--- src/rtl/bcr_pkg.sv ---
package bcr_pkg;

	////////////////////////////////////////////////////////////////////
	// register map (byte addresses on the register port)
	localparam logic [7:0] BCR_OFS_BIAS_LO = 8'h03;
	localparam logic [7:0] BCR_OFS_BIAS_HI = 8'h04;
	localparam logic [7:0] BCR_OFS_IRQ_EN = 8'h05;

	// reset values
	localparam logic [7:0] BCR_RST_BIAS_LO = 8'h7D;
	localparam logic [7:0] BCR_RST_BIAS_HI = 8'h04;
	localparam logic [7:0] BCR_RST_IRQ_EN = 8'h7F;

	// fields of the upper bias / control register
	localparam int BCR_BIT_MEASURE_START = 7;
	localparam int BCR_BIT_COMMIT_NVM = 6;
	localparam int BCR_BIT_PIN_FLOAT = 5;
	localparam int BCR_BIT_AVG_HI = 4;
	localparam int BCR_BIT_AVG_LO = 3;
	localparam int BCR_BIT_CODE8 = 0;

	// fields of the first interrupt-enable register
	localparam int BCR_BIT_TEMP_CHANGE_EN = 7;
	localparam int BCR_BIT_WR_EN_HI = 6;
	localparam int BCR_BIT_WR_EN_LO = 2;
	localparam int BCR_BIT_MEASURE_DONE_EN = 1;
	localparam int BCR_BIT_PROGRAM_DONE_EN = 0;

	// bias code: output voltage = code * step
	localparam int BCR_CODE_W = 9;
	localparam int BCR_BIAS_STEP_MV = -10;
	localparam int BCR_ACC_W = 12;
	localparam int BCR_WR_EN_W = 5;

	////////////////////////////////////////////////////////////////////
	typedef enum logic [2:0] {
		BCR_ST_IDLE = 3'h1,
		BCR_ST_MEASURE = 3'h2,
		BCR_ST_COMMIT = 3'h4
	} bcr_state_t;

	typedef struct packed {
		bcr_state_t st;
		logic [7:0] bias_lo;
		logic [7:0] bias_hi;
		logic [BCR_WR_EN_W-1:0] irq_en_w;
		logic measure_done_flag;
		logic program_done_flag;
		logic meas_go;
		logic nvm_wr;
		logic standby;
		logic irq_oe_n;
		logic [7:0] rdata;
	} bcr_regs_t;

	typedef struct packed {
		logic busy;
		logic conv_start;
		logic [3:0] left;
		logic [1:0] sel;
		logic [BCR_ACC_W-1:0] acc;
		logic done;
		logic [BCR_CODE_W-1:0] result;
	} bcr_avg_regs_t;

endpackage : bcr_pkg

--- src/rtl/bcr_avg.sv ---
`timescale 1ns/1ns
// repeats the kick-back conversion 1, 2, 4 or 8 times and averages
module bcr_avg
	import bcr_pkg::*;
(
	input wire logic ref_clk_i, // device clock
	input wire logic nrst_i, // async reset, active low
	input wire logic start_i, // one-cycle start pulse
	input wire logic [1:0] avg_sel_i, // log2 of conversion count
	input wire logic conv_done_i, // conversion finished pulse
	input wire logic [BCR_CODE_W-1:0] conv_data_i, // conversion result
	output logic conv_start_o, // starts one conversion
	output logic done_o, // averaged result valid pulse
	output logic [BCR_CODE_W-1:0] result_o // averaged code
);

	bcr_avg_regs_t r;
	bcr_avg_regs_t n;
	logic [BCR_ACC_W-1:0] acc_sum;

	always_comb
	begin
		n = r;
		n.conv_start = 1'b0;
		n.done = 1'b0;
		acc_sum = r.acc + {{(BCR_ACC_W-BCR_CODE_W){1'b0}}, conv_data_i};
		if (!r.busy && start_i)
		begin
			n.busy = 1'b1;
			n.sel = avg_sel_i;
			n.left = 4'(4'h1 << avg_sel_i);
			n.acc = '0;
			n.conv_start = 1'b1;
		end
		else if (r.busy && conv_done_i)
		begin
			n.acc = acc_sum;
			n.left = r.left - 4'h1;
			if (r.left == 4'h1)
			begin
				// power-of-two count, so the mean is a plain shift
				n.busy = 1'b0;
				n.done = 1'b1;
				n.result = BCR_CODE_W'(acc_sum >> r.sel);
			end
			else
			begin
				n.conv_start = 1'b1;
			end
		end
	end

	always_ff @(posedge ref_clk_i or negedge nrst_i)
	begin
		if (!nrst_i)
			r <= '0;
		else
			r <= n;
	end

	assign conv_start_o = r.conv_start;
	assign done_o = r.done;
	assign result_o = r.result;

endmodule : bcr_avg

--- src/rtl/bcr_top.sv ---
`timescale 1ns/1ns
//
// Function
// - low bias byte 0x03, bit 8 at 0x04[0]
// - bias output is code times minus 10mV
// - low bias byte resets to 0x7D
// - upper bias register resets to 0x04
// - writing 1 starts measurement; 0 does nothing
// - measurement end clears start, stores result
// - averaging field selects 1,2,4,8 conversions
// - sequencer repeats conversions, returns average
// - commit bit stores code in nonvolatile memory
// - commit end clears bit, enters standby
// - float bit releases bias pin from amplifier
// - enabled source pulls interrupt low
// - interrupt enable register resets to 0x7F
// - shutdown bit 6, warning bit 5 writable
// - thermistor hot enable bit 4 writable
// - cold bit 3, undervoltage bit 2 writable
// - temperature-change enable reads 0, read-only
// - measure-done enable reads 1, read-only
// - program-done enable reads 1, read-only
// - measurement end sets measure-done flag
// - commit end sets program-done flag
module bcr_top
	import bcr_pkg::*;
(
	input wire logic ref_clk_i, // device clock, 100 MHz
	input wire logic nrst_i, // async reset, active low
	input wire logic reg_wr_i, // register write strobe
	input wire logic reg_rd_i, // register read strobe
	input wire logic [7:0] reg_addr_i, // register address
	input wire logic [7:0] reg_wdata_i, // register write data
	output logic [7:0] reg_rdata_o, // read data, one cycle later
	input wire logic [4:0] ext_irq_i, // sources of enable bits 6..2
	input wire logic [1:0] flag_clr_i, // [1] measure, [0] program
	output logic measure_done_flag_o, // measurement complete flag
	output logic program_done_flag_o, // commit complete flag
	output logic irq_out_n_o, // interrupt pin level (low)
	output logic irq_oe_n_o, // low while pin is pulled low
	output logic [BCR_CODE_W-1:0] bias_code_o, // backplane bias code
	output logic bias_pin_float_o, // high: amplifier off the pin
	output logic adc_start_o, // start one kick-back conversion
	input wire logic adc_done_i, // conversion finished pulse
	input wire logic [BCR_CODE_W-1:0] adc_data_i, // conversion code
	output logic nvm_write_o, // commit pulse to nonvolatile store
	output logic [BCR_CODE_W-1:0] nvm_data_o, // code to commit
	input wire logic nvm_done_i, // nonvolatile write finished
	output logic standby_req_o // enter standby pulse
);

	////////////////////////////////////////////////////////////////////
	bcr_regs_t r;
	bcr_regs_t n;
	logic avg_done;
	logic [BCR_CODE_W-1:0] avg_result;
	logic [7:0] irq_en_full;
	logic irq_any;
	logic [BCR_WR_EN_W-1:0] wdata_en;

	// only bits 6..2 of the enable register hold state
	assign wdata_en = reg_wdata_i[BCR_BIT_WR_EN_HI:BCR_BIT_WR_EN_LO];

	bcr_avg u_avg (
		.ref_clk_i(ref_clk_i),
		.nrst_i(nrst_i),
		.start_i(r.meas_go),
		.avg_sel_i(r.bias_hi[BCR_BIT_AVG_HI:BCR_BIT_AVG_LO]),
		.conv_done_i(adc_done_i),
		.conv_data_i(adc_data_i),
		.conv_start_o(adc_start_o),
		.done_o(avg_done),
		.result_o(avg_result)
	);

	// fixed bits are rebuilt on every read, so writes cannot touch them
	always_comb
	begin
		irq_en_full = 8'h00;
		irq_en_full[BCR_BIT_TEMP_CHANGE_EN] = 1'b0;
		irq_en_full[BCR_BIT_WR_EN_HI:BCR_BIT_WR_EN_LO] = r.irq_en_w;
		irq_en_full[BCR_BIT_MEASURE_DONE_EN] = 1'b1;
		irq_en_full[BCR_BIT_PROGRAM_DONE_EN] = 1'b1;
	end

	////////////////////////////////////////////////////////////////////
	always_comb
	begin
		n = r;
		n.meas_go = 1'b0;
		n.nvm_wr = 1'b0;
		n.standby = 1'b0;

		if (reg_wr_i)
		begin
			case (reg_addr_i)
				BCR_OFS_BIAS_LO: n.bias_lo = reg_wdata_i;
				BCR_OFS_BIAS_HI: n.bias_hi = reg_wdata_i;
				BCR_OFS_IRQ_EN:
					n.irq_en_w = wdata_en;
				default: n.bias_lo = n.bias_lo;
			endcase
		end

		// clears first so a completion in the same cycle still sets
		if (flag_clr_i[1])
			n.measure_done_flag = 1'b0;
		if (flag_clr_i[0])
			n.program_done_flag = 1'b0;

		case (r.st)
			BCR_ST_IDLE:
			begin
				// a zero in the start bit leaves the sequencer idle unless the commit bit is set
				if (r.bias_hi[BCR_BIT_MEASURE_START])
				begin
					n.st = BCR_ST_MEASURE;
					n.meas_go = 1'b1;
				end
				else if (r.bias_hi[BCR_BIT_COMMIT_NVM])
				begin
					n.st = BCR_ST_COMMIT;
					n.nvm_wr = 1'b1;
				end
			end
			BCR_ST_MEASURE:
			begin
				if (avg_done)
				begin
					n.bias_lo = avg_result[7:0];
					n.bias_hi[BCR_BIT_CODE8] = avg_result[8];
					n.bias_hi[BCR_BIT_MEASURE_START] = 1'b0;
					n.measure_done_flag = 1'b1;
					n.st = BCR_ST_IDLE;
				end
			end
			BCR_ST_COMMIT:
			begin
				if (nvm_done_i)
				begin
					n.bias_hi[BCR_BIT_COMMIT_NVM] = 1'b0;
					n.program_done_flag = 1'b1;
					n.standby = 1'b1;
					n.st = BCR_ST_IDLE;
				end
			end
			default: n.st = BCR_ST_IDLE;
		endcase

		// both done enables are fixed on; the temp-change source is absent
		irq_any = |(ext_irq_i & n.irq_en_w) | n.measure_done_flag
			| n.program_done_flag;
		n.irq_oe_n = ~irq_any;

		n.rdata = 8'h00;
		if (reg_rd_i)
		begin
			case (reg_addr_i)
				BCR_OFS_BIAS_LO: n.rdata = r.bias_lo;
				BCR_OFS_BIAS_HI: n.rdata = r.bias_hi;
				BCR_OFS_IRQ_EN: n.rdata = irq_en_full;
				default: n.rdata = 8'h00;
			endcase
		end
	end

	always_ff @(posedge ref_clk_i or negedge nrst_i)
	begin
		if (!nrst_i)
		begin
			r <= '0;
			r.st <= BCR_ST_IDLE;
			r.bias_lo <= BCR_RST_BIAS_LO;
			r.bias_hi <= BCR_RST_BIAS_HI;
			r.irq_en_w <= BCR_RST_IRQ_EN[BCR_BIT_WR_EN_HI:BCR_BIT_WR_EN_LO];
			r.irq_oe_n <= 1'b1;
		end
		else
		begin
			r <= n;
		end
	end

	////////////////////////////////////////////////////////////////////
	// bias voltage in mV is bias_code_o * BCR_BIAS_STEP_MV
	assign bias_code_o = {r.bias_hi[BCR_BIT_CODE8], r.bias_lo};
	assign bias_pin_float_o = r.bias_hi[BCR_BIT_PIN_FLOAT];
	assign reg_rdata_o = r.rdata;
	assign measure_done_flag_o = r.measure_done_flag;
	assign program_done_flag_o = r.program_done_flag;
	// the pin is only ever pulled low; released it floats high
	assign irq_out_n_o = r.irq_oe_n;
	assign irq_oe_n_o = r.irq_oe_n;
	assign nvm_write_o = r.nvm_wr;
	assign nvm_data_o = bias_code_o;
	assign standby_req_o = r.standby;

	////////////////////////////////////////////////////////////////////
	// conversions issued during the current measurement; the averaging
	// field is caught at start, as the host may rewrite it meanwhile
	logic [3:0] conv_cnt;
	logic [1:0] conv_sel;
	always_ff @(posedge ref_clk_i or negedge nrst_i)
	begin
		if (!nrst_i)
		begin
			conv_cnt <= 4'h0;
			conv_sel <= 2'h0;
		end
		else if (r.meas_go)
		begin
			conv_cnt <= 4'h0;
			conv_sel <= r.bias_hi[BCR_BIT_AVG_HI:BCR_BIT_AVG_LO];
		end
		else if (adc_start_o)
			conv_cnt <= conv_cnt + 4'h1;
	end
endmodule : bcr_top

--- config.mk ---
export PLATFORM = sky130hd
export DESIGN_NAME = bcr_top
export DESIGN_NICKNAME = d
export VERILOG_FILES = /design/src/rtl/bcr_pkg.sv /design/src/rtl/bcr_avg.sv /design/src/rtl/bcr_top.sv
export SDC_FILE = /design/constraint.sdc
export NUM_CORES = 1
export LEC_CHECK = 0
export BUFFER_PORTS_ARGS = -buffer_cell sky130_fd_sc_hd__buf_4
export CAP_MARGIN = 20
export CORE_MARGIN = 2
export CORE_UTILIZATION = 35
export DETAILED_ROUTE_END_ITERATION = 16
export MAX_ROUTING_LAYER = met4
export PLACE_DENSITY_LB_ADDON = 0.15
export SLEW_MARGIN = 30
export SYNTH_ARGS = -nofsm -noshare
export SYNTH_HDL_FRONTEND = slang
export SYNTH_SLANG_ARGS = --single-unit
--- constraint.sdc ---
create_clock -name ref_clk_i -period 4.4 [get_ports ref_clk_i]
set_clock_uncertainty 0.15 [all_clocks]
set_input_delay 0 -clock ref_clk_i [delete_from_list [all_inputs] [get_ports ref_clk_i]]
set_output_delay 0 -clock ref_clk_i [all_outputs]
set_load 0.05 [all_outputs]
==> flow_metrics.tcl, run 1 <==
set metrics [dict create \
    die_h_um 108 \
    cts_buffers 9 \
    drtIter0Drc 71 \
    grt.total_usage 0.157 \
    placementRows 37 \
    r2r.worst_path.cells 9 \
    hold_violations 0 \
    netlist_instances 362 \
    crit_arrival_ns 2.73 \
    final_nets 472 \
    cts_setup_buffers 0 \
    routedWlPerCell_um 15.0 \
    synthXorXnorAreaFrac 0.0232 \
    crit_path_end_kind "flip-flop" \
    cts_buffer_depth 2 \
    yosys.area.top_type "dfrtp_1" \
    first_pass_iters 4 \
    gp_congestion 0.776 \
    die_area_sq_um 11600 \
    detail-route-antenna-nets 0 \
    dpl.cell_count 528 \
    ys_ff_latch 68 \
    syn_area_sq_um 3770 \
    place_hpwl_um 5870 \
    final_common_cell "buf_4" \
    wl_um 8430 \
    setup_viol 0 \
    synth_top_family_by_area "simple AND/OR/NAND/NOR gates" \
    rsz0062_at_grt "false" \
    viasPerCell 4.92 \
    slew_violations 0 \
    antenna_found_initial 0 \
    clk_latency_ns 0.34 \
    drc 0 \
    synth_fa_ha_area_frac 0.0418 \
    cts_sinks 68 \
    synth_compound_area_frac 0.135 \
    hp-class "in2reg" \
    max_freq_ghz 0.377 \
    peakVddDrop_v 0.000354 \
    path_clk_slew_ns 0.09 \
    crit_fanout 5 \
    multi_input_area_sq_um 1760 \
    regArea_sq_um 1720 \
    cts_resized 0 \
    crit_required_ns 4.48 \
    worstMarginPinSlew_ns 0.700 \
    grt_pass1_vias 2726 \
    cts_tree "done" \
    synthTopCellsByArea "dfrtp_1 (36%), dfstp_2 (9.7%), buf_4 (5.4%), mux2i_1 (4.2%), mux2_2 (3.9%)" \
    slew_headroom 0.533 \
    maxCapViolations 0 \
    post-place-ws_ns 1.75 \
    grt-ovfl-total 0 \
    fin_ws_ns 1.75 \
    grt_pass1_wl_um 14000 \
    power.density_nw_per_um2 492 \
    ios 72 \
    fin_setup_tns_ns 0 \
    min_path_cells 4 \
    final_cell_mix "buf_4 (70), dfrtp_1 (54), nand2_1 (38)" \
    synth.avg_cell_area_sq_um 10.4 \
    yosys.area_share.simple 0.139 \
    grt_max_degree 69 \
    holdWs_ns 0.0349 \
    synthArstFlopShare 1.00 \
    synth_top_area_share 0.358 \
    drive_above_1_share 0.297 \
    synth_nets 412 \
    totalPowerFinal_mw 2.26 \
    synth_mux_area_frac 0.126 \
    crit_path_start_kind "flip-flop" \
    period_needed_ns 2.65 \
    syn2layout_area_growth_pct 21.9 \
    min_period_over_period 0.603 \
    num_antenna_cells 0 \
    die_w_um 108 \
    cts_hold_buf 19 \
    htree_levels 3 \
    ys_seq_area_frac 0.456 \
    port_buffers 71 \
    core-area_sq_um 10400 \
    n_fill_cell 1046 \
    synth_edf_count 0 \
    initial_core_util 0.362 \
    critPathKind "reg2reg" \
    p_leak_nw 2.18 \
    ys_types 57 \
    synthFlopType "dfrtp_1" \
    synth_warnings 0 \
    finalNonFillerCells 563 \
    vias 2769 \
    status "finished, final reports clean" \
    cts-root-buf "clkbuf_8" \
]
[metal layers]
| layer | vias to the layer above | wire length (um) | track usage |
|---|---|---|---|
| met5 | - | 0 | - |
| met4 | 0 | 95 | 0.0513 |
| met3 | 8 | 365 | 0.0236 |
| met2 | 77 | 3750 | 0.240 |
| met1 | 1314 | 4220 | 0.215 |
| li1 | 1370 | - | - |
[registers in the layout, indices dropped and copies added (netlist names), 5 cells and up]
name	count
irq_en_full	5
u_avg.r	19
reg_rdata_o	8
u_avg.result_o	9
bias_code_o	9
r	10
[worst paths after layout]
kind,slack (ns),endpoint,start
hold / removal,0.03,irq_en_full[5],reg_addr_i[3]
setup / recovery,1.75,u_avg.result_o[6],u_avg.r[10]
min in group asynchronous,0.07,measure_done_flag_o,nrst_i
hold reg to reg,0.33,bias_code_o[0],u_avg.result_o[0]
setup reg to reg,1.75,u_avg.result_o[6],u_avg.r[10]
max in group asynchronous,3.58,u_avg.r[11],nrst_i
[cells in the mapped netlist, drive strengths merged (5+ instances only)]
cell type,instances
a21oi,15
dfstp,14
o21ai,25
nor2,23
a22o,5
nor3b,5
buf,31
clkbuf,10
inv,11
nor3,5
a22oi,8
mux2i,16
xnor2,5
xor2,5
nor2b,10
nand2,40
mux2,19
dfrtp,54
a21o,7
ha,11
[worst max-delay path, stage by stage (launching register included)]
cell and delay [ns]:
dfrtp_1 0.36, ha_1 0.17, inv_1 0.06, fa_1 0.39
nor2b_1 0.19, o31ai_2 0.10, a21oi_1 0.17, xnor2_1 0.17
mux4_1 0.53, mux2_4 0.27
[final cells by class]
type / instances / share of cell area
Clock buffer: 10 / 0.0299
Clock inverter: 6 / 0.0106
Inverter: 11 / 0.00897
Multi-Input combinational cell: 242 / 0.382
Sequential cell: 68 / 0.374
Tap cell: 136 / 0.0370
Timing Repair Buffer: 90 / 0.158
[per-stage QoR]
| step | utilization | instance area [sq um] |
|---|---|---|
| 6_report | 0.442 | 4600 |
| 2_1_floorplan | - | 3770 |
| 4_1_cts | 0.441 | 4600 |
| 5_1_grt | 0.442 | 4600 |
| 3_3_place_gp | 0.405 | 4220 |
| 3_5_place_dp | 0.405 | 4220 |
[where the power goes]
group	leakage, nW	total (mW)	internal (mW)	switching (mW)
sequential	0.842	0.871	0.766	0.105
combinational	1.25	0.897	0.396	0.501
clock	0.0851	0.494	0.224	0.270
total	2.18	2.26	1.39	0.876
[cell families after synthesis]
| logic type | after synthesis |
|---|---|
| compound gates | 78 |
| xor+xnor | 10 |
| fa+ha+maj | 12 |
| buf+inv | 52 |
| flops | 68 |
| mux | 39 |
| simple gates | 103 |
Power figures use the tool's default switching activity.
==> inputs of run 2 (changes only) <==
- ABC_AREA: unset -> 1
- clock period: 4.4 -> 2.6 ns (I/O delays scaled with it)
==> run 2 against run 1 <==
Compared with the run above:
- final area rose by 10%
- first-iteration DRC count rose by 55%
- sequential share of layout area fell by 3.5 points
- fmax grew 22%
- via count is 24% higher
- sequential power rose by 79%
- register-to-register slack worse by 1.3 ns
- sequential cell count unchanged
- synthesized area rose by 6.5%
- clock power up 150%
- worst setup slack lost 1.3 ns
- highest routed layer unchanged
- non-clock buffer count rose by 11
- critical endpoint is now u_avg.result_o[7]
- largest cell class unchanged
- the run now ends with hold timing left
==> flow_metrics.tcl, run 2 <==
set metrics [dict create \
    cts-root-buf "clkbuf_16" \
    crit_fanout 3 \
    grt_max_degree 69 \
    die_h_um 111 \
    hold_end "irq_en_full[6]" \
    synth.avg_cell_area_sq_um 7.80 \
    grt-ovfl-total 0 \
    grt_pass1_wl_um 16400 \
    netlist_instances 515 \
    port_buffers 71 \
    min_period_over_period 0.834 \
    synth_warnings 0 \
    synth_compound_area_frac 0.115 \
    drtIter0Drc 110 \
    syn_area_sq_um 4020 \
    post-place-ws_ns 0.415 \
    slew_headroom 0.583 \
    reg_top3 "u_avg.r (19), r (10)" \
    synth_top_family_by_area "simple AND/OR/NAND/NOR gates" \
    die_area_sq_um 12400 \
    grt.total_usage 0.169 \
    max_freq_ghz 0.461 \
    yosys.area_share.simple 0.268 \
    min_path_cells 5 \
    syn2layout_area_growth_pct 26.2 \
    final_cell_mix "nand2_1 (132), buf_4 (77), inv_1 (71)" \
    cts_tree "done" \
    synth_edf_count 0 \
    setup_viol 0 \
    violations "hold timing" \
    reg2reg_from "u_avg.r[10]" \
    finalNonFillerCells 737 \
    multi_input_area_sq_um 1760 \
    maxCapViolations 0 \
    hold_violations 1 \
    ios 72 \
    rsz0062_at_grt "false" \
    gr-usage-met1 0.208 \
    path_clk_slew_ns 0.06 \
    r2r.worst_path.cells 15 \
    hp-class "in2reg" \
    placementRows 39 \
    fin_ws_ns 0.431 \
    synthXorXnorAreaFrac 0.0125 \
    detail-route-antenna-nets 0 \
    grt.met2_usage 0.275 \
    p_leak_nw 2.67 \
    viasPerCell 4.67 \
    first_pass_iters 4 \
    critPathKind "reg2reg" \
    period_needed_ns 2.17 \
    synthFlopType "dfrtp_1" \
    clk_latency_ns 0.33 \
    status "finished, violations left" \
    synthTopCellsByArea "dfrtp_1 (34%), nand2_1 (12%), dfstp_2 (9.2%), inv_1 (6.6%), nand3_1 (5.7%)" \
    num_antenna_cells 0 \
    drc 0 \
    grt_busiest_layer "met2" \
    worstMarginPinSlew_ns 0.626 \
    dpl.cell_count 695 \
    synth.most_common_cell "nand2_1" \
    synthArstFlopShare 1.00 \
    routedWlPerCell_um 13.3 \
    yosys.area.top_type "dfrtp_1" \
    ys_types 42 \
    cts_buffer_depth 2 \
    top_register "u_avg.r" \
    htree_levels 3 \
    largest_register_ffs 19 \
    die_w_um 111 \
    antenna_found_initial 0 \
    use_met3 0.0328 \
    final_common_cell "nand2_1" \
    cts_sinks 68 \
    r2r_end "u_avg.result_o[7]" \
    cp-startpoint "u_avg.r[10]" \
    place_hpwl_um 7250 \
    reg2reg_slack_ns 0.43 \
    synth_nets 565 \
    slew_violations 0 \
    holdWs_ns -0.00272 \
    crit_path_end_kind "flip-flop" \
    initial_core_util 0.355 \
    fin_setup_tns_ns 0 \
    grt_pass1_vias 3446 \
    wl_um 9800 \
    gp_congestion 0.876 \
    synthTopCellsByCount "nand2_1 (132), inv_1 (71), dfrtp_1 (54)" \
    ys_ff_latch 68 \
    synth_mux_area_frac 0 \
    cts_buffers 9 \
    peakVddDrop_v 0.000501 \
    regArea_sq_um 1720 \
    ys_seq_area_frac 0.428 \
    core-area_sq_um 11300 \
    n_fill_cell 1121 \
    final_nets 639 \
    crit_required_ns 2.67 \
    crit_path_start_kind "flip-flop" \
    crit_arrival_ns 2.24 \
    vias 3444 \
    synth_top_area_share 0.336 \
    hp-start "reg_addr_i[0]" \
    synth_fa_ha_area_frac 0.0392 \
    power.density_nw_per_um2 918 \
    drive_above_1_share 0.229 \
]
==> run 2: worst max path at each step <==
stage / endpoint / cells past startpoint
after detailed placement: u_avg.result_o[7] / 15
after global placement: u_avg.result_o[7] / 15
after global routing: u_avg.result_o[1] / 11
after CTS: irq_oe_n_o / 13
final: u_avg.result_o[7] / 15
after floorplan: u_avg.result_o[7] / 15
==> run 2: routing by layer <==
metal,routed length (um),vias up
li1,-,1784
met1,4490,1568
met2,4660,73
met3,345,19
met4,306,0
met5,0,-
==> run 2: what timing repair did <==
action,in CTS,in global routing
endpoints found under the setup margin,0,1
buffers inserted,0,3
resized for setup,0,4
hold buffers,23,1
hold endpoints to repair,90,1
==> run 2: worst max-delay path, stage by stage (launching register included) <==
cell	delay (ns)
dfrtp_1	0.34
ha_1	0.20
inv_1	0.07
fa_1	0.42
inv_1	0.10
nand3_1	0.07
nand3_1	0.11
nand2_1	0.09
nand3_1	0.11
nand2_1	0.08
nand2_1	0.08
nand2_1	0.06
nand2_1	0.05
nand2_1	0.05
nand2_1	0.05
nand2_1	0.04
==> run 2: layout make-up <==
cell class / count / share of cell area
multi-input cells: 332 / 0.347
flip-flops and latches: 68 / 0.339
repair buffers: 101 / 0.162
inverters: 77 / 0.0570
clock buffers: 11 / 0.0479
well taps: 143 / 0.0353
clock inverters: 5 / 0.0121
==> run 2: where the power goes <==
part / switching (mW) / internal, mW / leakage (nW)
clock: 0.461 / 0.770 / 0.138
combinational: 1.17 / 0.693 / 1.70
sequential: 0.223 / 1.34 / 0.836
total: 1.86 / 2.80 / 2.67
==> run 2: kinds of logic after synthesis <==
logic type               Yosys count
adder cells (fa/ha/maj)           12
flip-flops                        68
buffers and inverters            115
AO/OA/AOI/OAI                     74
XOR/XNOR                           4
AND/OR/NAND/NOR                  242
==> run 2: metrics by stage <==
step / hold slack [ns] / util / total power, mW / area [sq um]
2_1_floorplan: -0.446 / - / 2.99 / 4020
3_3_place_gp: 0.0299 / 0.397 / 3.40 / 4490
3_5_place_dp: 0.0327 / 0.397 / 3.41 / 4490
4_1_cts: 0.00735 / 0.444 / 4.70 / 5030
5_1_grt: 0.00489 / 0.448 / 5.03 / 5070
6_report: -0.00272 / 0.448 / 4.66 / 5070
